--- src/sfpe_pkg.sv ---
/*
  Constants, opcodes and states for the serial flash program/erase sequencer.
  Assumes a single 100 MHz core clock that samples the serial link pins.
*/
package sfpe_pkg;
  localparam logic [7:0] OP_UNLOCK    = 8'h06;
  localparam logic [7:0] OP_PW3       = 8'h02;
  localparam logic [7:0] OP_PW4       = 8'h12;
  localparam logic [7:0] OP_QPW3      = 8'h32;
  localparam logic [7:0] OP_QPW4      = 8'h34;
  localparam logic [7:0] OP_EQPW3     = 8'hC2;
  localparam logic [7:0] OP_EQPW4     = 8'h3E;
  localparam logic [7:0] OP_SC3       = 8'h20;
  localparam logic [7:0] OP_SC4       = 8'h21;
  localparam int         PAGE_BYTES   = 256;
  localparam int         CLK_MHZ      = 100;
  localparam int         T_PP_US      = 1000;
  localparam int         T_SC_US      = 50000;
  localparam int         PP_CYCLES    = T_PP_US * CLK_MHZ;
  localparam int         SC_CYCLES    = T_SC_US * CLK_MHZ;
  localparam logic [1:0] ADDR_BYTES3  = 2'h3;
  localparam logic [1:0] ADDR_BYTES4  = 2'h0;

  typedef enum logic [2:0] {
    SFPE_IDLE   = 3'b000,
    SFPE_OPCODE = 3'b001,
    SFPE_ADDR   = 3'b010,
    SFPE_DATA   = 3'b011,
    SFPE_SINK   = 3'b100
  } sfpe_state_t;
endpackage

--- src/sfpe_core.sv ---
/*
  Program/erase command sequencer of a serial NOR flash device.
  Assumes the host drives select, clock and data; pins are asynchronous to i_clk
  and the link clock is slow enough (80 ns period) for edge detection by sampling.
  The memory array lives outside: this block issues byte-write and sector-clear
  strobes to it.
*/
`timescale 1ns/1ps
module sfpe_core #(
  parameter int PP_CYCLES   = sfpe_pkg::PP_CYCLES,
  parameter int SC_CYCLES   = sfpe_pkg::SC_CYCLES,
  parameter int SECTOR_BITS = 12
) (
  // Clock and reset
  input  wire logic        i_clk,
  input  wire logic        i_reset,
  // Serial link pins
  input  wire logic        i_sel_n,
  input  wire logic        i_sclk,
  input  wire logic [3:0]  i_quad_io_lines,
  // Configuration
  input  wire logic        i_four_byte_mode,
  input  wire logic [4:0]  i_protect_level_bits,
  input  wire logic        i_protect_hit,
  // Protection query
  output logic [31:0]      o_query_addr,
  // Status
  output logic             o_busy_flag,
  output logic             o_write_latch_flag,
  // Array side
  output logic             o_array_wr,
  output logic [31:0]      o_array_addr,
  output logic [7:0]       o_array_data,
  output logic             o_array_sector_clear
);
  // The page buffer drains inside the busy time, so that time must cover a whole page.
  if (PP_CYCLES < sfpe_pkg::PAGE_BYTES || SC_CYCLES < 1 || SECTOR_BITS < 8 || SECTOR_BITS > 31)
  begin
    $error("sfpe_core: bad parameters");
  end

  ////////////////////////////////////////////////////////////////////////////
  // Three-stage pin sampling; a change counts when stages two and three agree.
  logic [2:0] cs_sync_reg;
  logic [2:0] ck_sync_reg;
  logic [3:0] io_s1_reg;
  logic [3:0] io_s2_reg;
  logic [3:0] io_s3_reg;
  logic       cs_n_reg;
  logic       ck_reg;
  always_ff @(posedge i_clk)
  begin
    if (i_reset)
    begin
      cs_sync_reg <= 3'h7;
      ck_sync_reg <= 3'h0;
      io_s1_reg   <= 4'h0;
      io_s2_reg   <= 4'h0;
      io_s3_reg   <= 4'h0;
      cs_n_reg    <= 1'b1;
      ck_reg      <= 1'b0;
    end
    else
    begin
      cs_sync_reg <= {cs_sync_reg[1:0], i_sel_n};
      ck_sync_reg <= {ck_sync_reg[1:0], i_sclk};
      io_s1_reg   <= i_quad_io_lines;
      io_s2_reg   <= io_s1_reg;
      io_s3_reg   <= io_s2_reg;
      if (cs_sync_reg[1] == cs_sync_reg[2])
        cs_n_reg <= cs_sync_reg[2];
      if (ck_sync_reg[1] == ck_sync_reg[2])
        ck_reg <= ck_sync_reg[2];
    end
  end

  logic ck_new;
  logic ck_rise;
  logic cs_new;
  logic cs_rise;
  logic cs_fall;
  assign ck_new  = (ck_sync_reg[1] == ck_sync_reg[2]) ? ck_sync_reg[2] : ck_reg;
  assign cs_new  = (cs_sync_reg[1] == cs_sync_reg[2]) ? cs_sync_reg[2] : cs_n_reg;
  assign ck_rise = ck_new & ~ck_reg & ~cs_n_reg;
  assign cs_rise = cs_new & ~cs_n_reg;
  assign cs_fall = ~cs_new & cs_n_reg;

  ////////////////////////////////////////////////////////////////////////////
  // Bit shifter: one bit per clock on single line, a nibble on four lines.
  logic        quad_reg;
  logic [7:0]  shift_reg;
  logic [3:0]  bits_reg;
  logic [7:0]  shift_next;
  logic [3:0]  bits_next;
  logic        byte_done;
  always_comb
  begin
    shift_next = quad_reg ? {shift_reg[3:0], io_s3_reg} : {shift_reg[6:0], io_s3_reg[0]};
    bits_next  = quad_reg ? bits_reg + 4'h4 : bits_reg + 4'h1;
  end
  assign byte_done = ck_rise && (bits_next == 4'h8);

  always_ff @(posedge i_clk)
  begin
    if (i_reset || cs_fall)
    begin
      shift_reg <= 8'h00;
      bits_reg  <= 4'h0;
    end
    else if (ck_rise)
    begin
      shift_reg <= shift_next;
      bits_reg  <= byte_done ? 4'h0 : bits_next;
    end
  end

  ////////////////////////////////////////////////////////////////////////////
  // Command decoder.
  function automatic logic is_program(input logic [7:0] op);
    is_program = (op == sfpe_pkg::OP_PW3)  || (op == sfpe_pkg::OP_PW4) ||
                 (op == sfpe_pkg::OP_QPW3) || (op == sfpe_pkg::OP_QPW4) ||
                 (op == sfpe_pkg::OP_EQPW3) || (op == sfpe_pkg::OP_EQPW4);
  endfunction

  function automatic logic is_quad_addr(input logic [7:0] op);
    is_quad_addr = (op == sfpe_pkg::OP_QPW3) || (op == sfpe_pkg::OP_QPW4) ||
                   (op == sfpe_pkg::OP_EQPW3) || (op == sfpe_pkg::OP_EQPW4);
  endfunction

  sfpe_pkg::sfpe_state_t state_reg;
  logic [7:0]  op_reg;
  logic [31:0] addr_reg;
  logic [1:0]  abytes_reg;
  logic [7:0]  offset_reg;
  logic        have_data_reg;
  logic        aligned_reg;
  logic        unlock_reg;

  always_ff @(posedge i_clk)
  begin
    if (i_reset)
    begin
      state_reg     <= sfpe_pkg::SFPE_IDLE;
      op_reg        <= 8'h00;
      addr_reg      <= 32'h0000_0000;
      abytes_reg    <= sfpe_pkg::ADDR_BYTES3;
      offset_reg    <= 8'h00;
      have_data_reg <= 1'b0;
      aligned_reg   <= 1'b0;
      unlock_reg    <= 1'b0;
      quad_reg      <= 1'b0;
    end
    else if (cs_fall)
    begin
      state_reg     <= sfpe_pkg::SFPE_OPCODE;
      quad_reg      <= 1'b0;
      have_data_reg <= 1'b0;
      aligned_reg   <= 1'b0;
      unlock_reg    <= 1'b0;
      addr_reg      <= 32'h0000_0000;
    end
    else if (cs_rise)
      state_reg <= sfpe_pkg::SFPE_IDLE;
    else if (ck_rise)
    begin
      aligned_reg <= byte_done;
      case (state_reg)
        sfpe_pkg::SFPE_OPCODE:
          if (byte_done)
          begin
            op_reg     <= shift_next;
            unlock_reg <= (shift_next == sfpe_pkg::OP_UNLOCK);
            abytes_reg <= i_four_byte_mode ? sfpe_pkg::ADDR_BYTES4 : sfpe_pkg::ADDR_BYTES3;
            quad_reg   <= is_quad_addr(shift_next);
            state_reg  <= (is_program(shift_next) || shift_next == sfpe_pkg::OP_SC3 ||
                           shift_next == sfpe_pkg::OP_SC4 ) ? sfpe_pkg::SFPE_ADDR : sfpe_pkg::SFPE_SINK;
          end
        sfpe_pkg::SFPE_ADDR:
          if (byte_done)
          begin
            addr_reg   <= {addr_reg[23:0], shift_next};
            abytes_reg <= abytes_reg - 2'h1;
            if (abytes_reg == 2'h1)
            begin
              offset_reg <= shift_next;
              state_reg  <= is_program(op_reg) ? sfpe_pkg::SFPE_DATA : sfpe_pkg::SFPE_SINK;
            end
          end
        sfpe_pkg::SFPE_DATA:
          if (byte_done)
          begin
            have_data_reg <= 1'b1;
            offset_reg    <= offset_reg + 8'h01;
          end
        sfpe_pkg::SFPE_SINK:
        begin
          // Any clock after the last expected byte voids an unlock or an erase.
          unlock_reg  <= 1'b0;
          aligned_reg <= 1'b0;
        end
        default:
          state_reg <= sfpe_pkg::SFPE_IDLE;
      endcase
    end
  end

  ////////////////////////////////////////////////////////////////////////////
  // Page buffer: holds the bytes of this frame; later bytes overwrite earlier.
  localparam int PAGE_BYTES_L = sfpe_pkg::PAGE_BYTES;
  logic [7:0] page_mem [PAGE_BYTES_L-1:0];
  logic [PAGE_BYTES_L-1:0] valid_reg;
  // A frame sent during the self-timed cycle must not disturb the page being drained.
  always_ff @(posedge i_clk)
  begin
    if (state_reg == sfpe_pkg::SFPE_DATA && byte_done && !cs_fall && !cs_rise && !o_busy_flag)
      page_mem[offset_reg] <= shift_next;
  end

  ////////////////////////////////////////////////////////////////////////////
  // Commit at select rise, then the self-timed cycle.
  logic        commit_pp;
  logic        commit_sc;
  logic [31:0] tmr_reg;
  logic        erase_reg;
  logic        drain_reg;
  logic [8:0]  drain_idx_reg;
  logic [23:0] drain_page_reg;
  logic [31:0] page_base;
  assign page_base    = {addr_reg[31:8], 8'h00};
  assign o_query_addr = addr_reg;
  // A program commits only on a byte boundary after at least one data byte.
  assign commit_pp = cs_rise && state_reg == sfpe_pkg::SFPE_DATA && have_data_reg &&
                     bits_reg == 4'h0 && o_write_latch_flag && !o_busy_flag && !i_protect_hit;
  assign commit_sc = cs_rise && state_reg == sfpe_pkg::SFPE_SINK && aligned_reg &&
                     !is_program(op_reg) && abytes_reg == 2'h0 &&
                     (op_reg == sfpe_pkg::OP_SC3 || op_reg == sfpe_pkg::OP_SC4) &&
                     o_write_latch_flag && !o_busy_flag && !i_protect_hit;

  always_ff @(posedge i_clk)
  begin
    if (i_reset)
      valid_reg <= '0;
    else if (cs_fall && !o_busy_flag)
      valid_reg <= '0;
    else if (state_reg == sfpe_pkg::SFPE_DATA && byte_done && !cs_rise && !o_busy_flag)
      valid_reg[offset_reg] <= 1'b1;
    else if (drain_reg)
      valid_reg[drain_idx_reg[7:0]] <= 1'b0;
  end

  always_ff @(posedge i_clk)
  begin
    if (i_reset)
    begin
      o_busy_flag          <= 1'b0;
      o_write_latch_flag   <= 1'b0;
      tmr_reg              <= 32'h0000_0000;
      erase_reg            <= 1'b0;
      drain_reg            <= 1'b0;
      drain_idx_reg        <= 9'h000;
      drain_page_reg       <= 24'h00_0000;
      o_array_wr           <= 1'b0;
      o_array_addr         <= 32'h0000_0000;
      o_array_data         <= 8'h00;
      o_array_sector_clear <= 1'b0;
    end
    else
    begin
      o_array_wr           <= 1'b0;
      o_array_sector_clear <= 1'b0;
      if (commit_pp || commit_sc)
      begin
        o_busy_flag        <= 1'b1;
        o_write_latch_flag <= 1'b0;
        erase_reg          <= commit_sc;
        drain_reg          <= commit_pp;
        drain_idx_reg      <= 9'h000;
        drain_page_reg     <= addr_reg[31:8];
        tmr_reg            <= commit_sc ? 32'(SC_CYCLES - 1) : 32'(PP_CYCLES - 1);
        o_array_sector_clear <= commit_sc;
        o_array_addr <= commit_sc ? (addr_reg & ~((32'h1 << SECTOR_BITS) - 32'h1)) : page_base;
      end
      else if (cs_rise && unlock_reg && aligned_reg && !o_busy_flag)
        o_write_latch_flag <= 1'b1;
      else if (o_busy_flag)
      begin
        if (drain_reg)
        begin
          o_array_wr    <= valid_reg[drain_idx_reg[7:0]];
          o_array_addr  <= {drain_page_reg, drain_idx_reg[7:0]};
          o_array_data  <= page_mem[drain_idx_reg[7:0]];
          drain_idx_reg <= drain_idx_reg + 9'h001;
          drain_reg     <= drain_idx_reg != 9'(PAGE_BYTES_L - 1);
        end
        if (tmr_reg == 32'h0000_0000)
          o_busy_flag <= 1'b0;
        else
          tmr_reg <= tmr_reg - 32'h0000_0001;
      end
    end
  end

  ////////////////////////////////////////////////////////////////////////////
  a_busy_on_commit: assert property (@(posedge i_clk) disable iff (i_reset)
    (commit_pp || commit_sc) |=> o_busy_flag && !o_write_latch_flag)
    else $error("busy not raised on commit");
  a_no_commit_unlatched: assert property (@(posedge i_clk) disable iff (i_reset)
    $rose(o_busy_flag) |-> $past(o_write_latch_flag) && !$past(i_protect_hit))
    else $error("cycle started without latch or under protection");
  a_pp_byte_aligned: assert property (@(posedge i_clk) disable iff (i_reset)
    cs_rise && bits_reg != 4'h0 |=> !$rose(o_busy_flag))
    else $error("cycle started off a byte boundary");
  a_latch_clear_busy: assert property (@(posedge i_clk) disable iff (i_reset)
    $rose(o_busy_flag) |-> !o_write_latch_flag)
    else $error("latch flag still set in cycle");
  a_busy_falls_done: assert property (@(posedge i_clk) disable iff (i_reset)
    $fell(o_busy_flag) |-> $past(tmr_reg) == 32'h0000_0000)
    else $error("busy ended early");
  a_sc_after_addr: assert property (@(posedge i_clk) disable iff (i_reset)
    commit_sc |=> o_array_sector_clear)
    else $error("sector clear not issued");
  a_wr_in_page: assert property (@(posedge i_clk) disable iff (i_reset)
    o_array_wr |-> o_array_addr[31:8] == $past(o_array_addr[31:8]))
    else $error("write left the page");
  a_wr_only_busy: assert property (@(posedge i_clk) disable iff (i_reset)
    o_array_wr |-> o_busy_flag)
    else $error("array write outside cycle");
endmodule

--- config.mk ---
export PLATFORM = sky130hd
export DESIGN_NAME = sfpe_core
export DESIGN_NICKNAME = d
export VERILOG_FILES = /design/src/sfpe_pkg.sv /design/src/sfpe_core.sv
export SDC_FILE = /design/constraint.sdc
export NUM_CORES = 2
export LEC_CHECK = 0
export BUFFER_PORTS_ARGS = -buffer_cell sky130_fd_sc_hd__buf_2
export CORE_ASPECT_RATIO = 1.4
export CORE_MARGIN = 3
export CORE_UTILIZATION = 40
export CTS_CLUSTER_SIZE = 30
export DETAILED_ROUTE_END_ITERATION = 10
export GPL_TIMING_DRIVEN = 0
export REMOVE_ABC_BUFFERS = 1
export SKIP_LAST_GASP = 1
export SYNTH_ARGS = -nofsm -noshare
export SYNTH_HDL_FRONTEND = slang
export SYNTH_SLANG_ARGS = --single-unit
--- constraint.sdc ---
create_clock -name i_clk -period 6.8 [get_ports i_clk]
set_input_delay 1.36 -clock i_clk [delete_from_list [all_inputs] [get_ports i_clk]]
set_output_delay 1.36 -clock i_clk [all_outputs]
set_load 0.01 [all_outputs]
# Word level (Yosys, flattened, before mapping)
# Memory sizes are Yosys's and may differ from the RTL's. A register that Yosys moved wholly into a read port is not among the register bits.
# Index checks and enable logic that the tools add are counted.
word_totals:
  out_inout_bits: 76
  word_cells: 228
  input_bits: 15
  ram_bits: 2048
  n_memories: 1
  regBits: 446
mem_list:
  columns: ["name", "words", "word_bits", "read_ports", "rd_clocked_by_memory_dff", "write_ports", "line", "source"]
  rows:
  - ["page_mem", 256, 8, 1, 1, 1, "sfpe_core.sv:210", "logic [7:0] page_mem [PAGE_BYTES_L-1:0];"]
classes:
  reduce_logical: 82
  eq_ne: 36
  bitwise: 17
  add_sub_neg: 6
  order_cmp: 4
  n_mux: 53
op_table:
  columns: ["cell", "n"]
  rows:
  - ["2-to-1 mux 256 bit", 2]
  - ["AND 256 bit", 1]
  - ["2-to-1 mux 32 bit", 8]
  - ["inverter 256 bit", 1]
  - ["bitwise OR 256 bit", 1]
  - ["equality test 8 x 6 -> 1 bit (second input constant)", 10]
  - ["zero test 32 bit", 1]
  - ["2-to-1 mux 8 bit", 4]
  - ["subtractor 32 x 1 -> 32 bit (second input constant)", 1]
  - ["logical AND 1 bit", 27]
  - ["2-to-1 mux 23 bit", 1]
  - ["2-to-1 mux 1 bit", 20]
  - ["AND reduction 4 bit", 5]
  - ["logical OR 1 bit", 18]
  - ["less-than comparator 8 x 9 -> 1 bit (second input constant)", 2]
  - ["demux 1 bit (select 8 bit)", 2]
  - ["equality test 8 x 2 -> 1 bit (second input constant)", 2]
  - ["equality test 8 x 5 -> 1 bit (second input constant)", 2]
  - ["equality test 8 bit (second input constant)", 2]
  - ["greater-or-equal comparator 8 x 1 -> 1 bit (second input constant)", 2]
  - ["one-hot mux 8 bit (2 select lines)", 1]
  - ["2-to-1 mux 3 bit", 5]
  - ["AND reduction 5 bit", 3]
  - ["2-to-1 mux 12 bit", 1]
  - ["other kinds (36)", 76]

# Depth between registers and ports, before layout
depth:
  word_depth: 16
  depth_mapped: 13
  depth_no_buf: 8

# Worst setup path after synthesis
# Ideal clock, no wire load.
synth_timing:
  path_kind: "reg-to-reg"
  startpoint: "register quad_reg"
  endpoint: "register state_reg[2]"
  path_stages_with_launch: 10
  path_slack_ns: 1.867
  arrival_ns: 4.856
  required_time_ns: 6.722
  path_cell_list: "dfxtp_1 buf_2 mux2i_1 inv_1 or4_1 nor3_1 o21bai_1 o31ai_1 o211a_1 nor3_1"
synth_between:
  elab_chain_len: 12
  word_cells_on_any_way: 25
  cone_classes: "eq/ne (11); mux (5); reduce/logical (9)"
synth_rtl:
  columns: ["item", "line", "source"]
  rows:
  - ["start, declared", "sfpe_core.sv:90", "logic quad_reg;"]
  - ["start signal, assigned", "sfpe_core.sv:174", "quad_reg <= is_quad_addr(shift_next);"]
  - ["2-to-1 mux 8 bit (*)", "sfpe_core.sv:98", "shift_next = quad_reg ? {shift_reg[3:0], io_s3_reg} : {shift_reg[6:0], io_s3_reg[0]};"]
  - ["via shift_next[2]", "sfpe_core.sv:93", "logic [7:0] shift_next;"]
  - ["equality test 8 x 2 -> 1 bit or equality test 8 x 5 -> 1 bit (tied branches)", "sfpe_core.sv:120", "is_program = (op == sfpe_pkg::OP_PW3) || (op == sfpe_pkg::OP_PW4) ||"]
  - ["logical OR 1 bit (2 in series)", "sfpe_core.sv:120", null]
  - ["logical OR 1 bit (2 in series)", "sfpe_core.sv:121", "(op == sfpe_pkg::OP_QPW3) || (op == sfpe_pkg::OP_QPW4) ||"]
  - ["logical OR 1 bit", "sfpe_core.sv:122", "(op == sfpe_pkg::OP_EQPW3) || (op == sfpe_pkg::OP_EQPW4);"]
  - ["logical OR 1 bit", "sfpe_core.sv:175", "state_reg <= (is_program(shift_next) || shift_next == sfpe_pkg::OP_SC3 ||"]
  - ["logical OR 1 bit (*)", "sfpe_core.sv:175", null]
  - ["2-to-1 mux 3 bit (*)", "sfpe_core.sv:176", "shift_next == sfpe_pkg::OP_SC4 ) ? sfpe_pkg::SFPE_ADDR : sfpe_pkg::SFPE_SINK;"]
  - ["2-to-1 mux 3 bit (*)", "sfpe_core.sv:169", "if (byte_done)"]
  - ["one-hot mux 3 bit (3 select lines) (*)", "sfpe_core.sv:167", "case (state_reg)"]
  - ["end signal, assigned", "sfpe_core.sv:163", "state_reg <= sfpe_pkg::SFPE_IDLE;"]
  - ["end signal, assigned", "sfpe_core.sv:175", null]
  - ["end signal, assigned", "sfpe_core.sv:186", "state_reg <= is_program(op_reg) ? sfpe_pkg::SFPE_DATA : sfpe_pkg::SFPE_SINK;"]
  - ["end, declared", "sfpe_core.sv:130", "sfpe_pkg::sfpe_state_t state_reg;"]
# Mark *: on every way through the listed nets, which the timed path passes. The rest lies on a longest branch. The select of a mux whose other input is x is not followed.
# A chain may end at the register's enable or synchronous reset.

# Worst setup path after layout
layout_timing:
  startpoint: "register bits_reg[0]"
  endpoint: "memory page_mem[249][3] (enable)"
layout_between:
  elab_chain_len: 10
  word_cells_on_any_way: 11
  cone_classes: "add/sub (2); eq/ne (1); mux (3); reduce/logical (5)"
layout_rtl:
  columns: ["item", "line", "source"]
  rows:
  - ["start, declared", "sfpe_core.sv:92", "logic [3:0] bits_reg;"]
  - ["start signal, assigned", "sfpe_core.sv:113", "bits_reg <= byte_done ? 4'h0 : bits_next;"]
  - ["adder 4 x 1 -> 4 bit or adder 4 x 3 -> 4 bit (tied branches)", "sfpe_core.sv:99", "bits_next = quad_reg ? bits_reg + 4'h4 : bits_reg + 4'h1;"]
  - ["2-to-1 mux 4 bit (*)", "sfpe_core.sv:99", null]
  - ["equality test 4 bit (*)", "sfpe_core.sv:101", "assign byte_done = ck_rise && (bits_next == 4'h8);"]
  - ["logical AND 1 bit (*)", "sfpe_core.sv:101", null]
  - ["logical AND 1 bit (*) (4 in series)", "sfpe_core.sv:215", "if (state_reg == sfpe_pkg::SFPE_DATA && byte_done && !cs_fall && !cs_rise && !o_busy_flag)"]
  - ["2-to-1 mux 1 bit (*)", "sfpe_core.sv:215", null]
  - ["2-to-1 mux 1 bit (implied by the code) (*)", "sfpe_core.sv:216", "page_mem[offset_reg] <= shift_next;"]
  - ["end, declared", "sfpe_core.sv:210", null]
# Every way passes the cells marked *; elsewhere a longest branch is shown, timed or not.

==> summary.txt <==
Status
  • Status: finished with violations
  • Violated checks: capacitance limit, slew limit

Finish
  • Share of cells above drive strength 1: between 10% and 20%
  • Synthesis-to-finish area growth: 12.39%
  • Area occupied by multi-input gates: 27,450 um^2
  • FILL cells: approximately 21,000
  • Max reg flops: ~2,000
  • Nets@finish: 6,305
  • FF/Latch Area: around 71,000 um^2

Clock tree
  • CTS Hold Bufs: 0
  • Clk Latency, worst-skew pair: about 0.9 ns
  • Clk slew on worst S/H paths: 0.07 ns
  • H-tree depth: 4
  • Maximum clock path buffer count: 4
  • CTS resizes: 0
  • Root Buffer: clkbuf_16
  • Setup Fix Bufs, Post-CTS: 0
  • Total CTS buffers: 222
  • Clock Sinks: 2,502
  • CTS tree: done

Routing
  • Via count: between 50,000 and 60,000
  • Drt first pass iters: 6
  • Routed Antenna Nets: 0
  • Number of DRC markers in iteration 0: around 8,000
  • Routed wire length per instance: approximately 32 um
  • Via-per-instance ratio: approximately 6.1
  • Detailed Route WL: 313,600 um
  • Remaining DRCs: 0

Setup path
  • Max stage delay on crit path: 1.22 ns
  • Worst endpoint required time: ~7.3 ns
  • Largest delay contributor family on the critical path: simple AND/OR/NAND/NOR gates
  • Setup Crit Path Kind: register to register
  • Crit path max fanout: 36
  • CP endpoint kind: register
  • CP max stage cell: nor2_2
  • Cell chain of the critical path: inv_1, ha_1, o41ai_2, o2111a_1, nand2_2, nor2_2, nand3_2, buf_12, nor2_1
  • Worst Path Buf+Inv: 2
  • Worst setup SP type: register
  • Worst EP arrival: approximately 6.8 ns

Power and ir drop
  • Int Pwr: ~23,000 uW
  • VDD IR max: around 0.23 mV
  • P_leak: approximately 0.034 uW
  • Switching Share: 19.49%
  • Combinational fraction of design power: less than 1%
  • Seq pwr share: 57.0%
  • Sw power: ~5600 uW
  • Clock share of power: between 40% and 50%
  • Pwr Density: 255.9 nW/um^2

Placed design
  • I/O Buffers: 85
  • GP Congestion: between 0.9 and 1
  • DP HPWL: between 150,000 and 200,000 um

Global route
  • Layer with the highest usage: met2
  • First-pass GRT wire length: ~440,000 um
  • Initial antenna violation count: 18
  • Number of global-route vias before repair: just under 60,000
  • GR Overflow Total: 0
  • Met1 Use GR: 28.89%
  • Largest net degree at the start of global routing: 165
  • Met2 usage: about 39%
  • Met3 GRT Util: around 4.8%
  • Tot GR Track Use: ~24%

Floorplanning
  • Die W: 427.9 um
  • Initial core utilization: around two fifths
  • Core box area: ~250,000 um^2
  • Die ar.: around 260,000 um^2
  • # rows: roughly 220
  • Die Height: between 500 and 600 um
  • I/O Pins: between 90 and 100

Synth
  • Yosys warning total: 0
  • Async set-reset flop share out of synthesis: 0%
  • Largest cells by area after synthesis: edfxtp_1 (62%), mux4_2 (11%), dfxtp_1 (9.1%), nand2_1 (2.4%), mux2i_1 (2.0%)
  • Library cells used by synthesis: 90
  • Mapped Area: between 90,000 and 100,000 um^2
  • Mean Syn Cell Area: about 16 um^2
  • Post-synth EDFFs: around 2,000
  • Post-synthesis sequential area ratio: a little over two thirds
  • Yosys reg bits: between 2,000 and 3,000
  • Most used flip-flop cell after synthesis: edfxtp_1
  • Cell with the most instances after synthesis: edfxtp_1
  • Commonest cells in the netlist: edfxtp_1 (2,048), nand2_1 (642), mux4_2 (500)
  • Top cell type's share of synthesized area: 61.71%
  • Synth area leader: edfxtp_1
  • Post-Synthesis Cells: about 6,300

STA
  • Layout Skew: approximately 0.056 ns
  • WHS: around 0.42 ns
  • # setup viols final: 0
  • Fmax: about 0.16 GHz
  • Final hold vios: 0
  • Tcrit/Tclk final: ~93%
  • Final worst path period need: 6.306 ns
  • Worst-Margin Slew: around 1.5 ns
  • RSZ-0062 raised after global routing: false
  • Slew margin rel.: -4.103%
  • Post-Route Setup TNS: 0 ns
  • Final Max Slew Viols: 2

Hold path
  • Hold Crit Class: register to register

Flow run
  • Max Cap Viol: 1
## area by class of cell
class,instances,area share [%]
flip-flops and latches,2502,63.04
multi-input cells,3318,24.51
clock buffers,293,5.281
well taps,3270,3.653
repair buffers,195,2.546
clock inverters,93,0.7774
inverters,34,0.1676
diodes,11,0.02457
## cells by family after synthesis
logic type,count (synthesis),share of synthesized area [%]
adders and majority gates,18,0.2235
buffers and inverters,464,1.976
muxes,710,13.42
AOI/OAI and AO/OA,1050,6.669
and+or+nand+nor,1502,6.553
DFF,2502,70.83
xor gates and xnor gates,38,0.3339
## metrics by stage
stage	util, %	setup WS, ns	cells	total power (uW)	cell area (um^2)
2_1_floorplan	-	-17.67	5854	16720	97820
3_3_place_gp	41.34	-54.77	9209	16760	102300
3_5_place_dp	42.49	0.6538	9318	16760	105200
4_1_cts	45.23	0.6481	9704	28820	112000
5_1_grt	45.24	0.3738	9707	29330	112000
6_report	45.25	0.4942	9716	28660	112000
## power groups by stage
| stage | clock network (uW) | registers [uW] | logic (uW) |
|---|---|---|---|
| global route | 12900 | 16300 | 94.8 |
| global placement | 0 | 16700 | 64.6 |
| detailed placement | 0 | 16700 | 88.3 |
| floorplan | 0 | 16700 | 32.7 |
| CTS | 12400 | 16300 | 88.3 |
| finish | 12200 | 16300 | 89.9 |
## worst paths after layout
kind / to / cells after the start / slack, ns / from
min: o_query_addr[15] / 2 / 0.42 / o_query_addr[7]
min reg2reg: o_query_addr[15] / 2 / 0.42 / o_query_addr[7]
max reg2reg: page_mem[249][3] / 9 / 0.49 / bits_reg[0]
max: page_mem[249][3] / 9 / 0.49 / bits_reg[0]
## placed cells by master (no fill, tap or decap), types with 112 or more instances in the layout
cell,instances
clkbuf_16,225
nand3_1,112
o21ai_0,214
mux4_2,500
mux2i_1,203
dfxtp_1,445
nor2_1,441
edfxtp_1,2048
nand2_1,632
a21oi_1,345
a22oi_1,117
## routing by layer
layer | wire (um) | up-vias
met5 | 48 | -
met1 | 112400 | 30966
met4 | 24100 | 10
li1 | - | 24601
met3 | 26080 | 879
met2 | 150900 | 3149
## worst reg2reg max path: stages, from the launching register on
cell      delay, ns
dfxtp_1        0.43
inv_1          0.10
ha_1           0.32
o41ai_2        0.45
o2111a_1       0.44
nand2_2        0.73
nor2_2         1.22
nand3_2        0.96
buf_12         0.47
nor2_1         0.81
(Power assumes the default switching activity.)
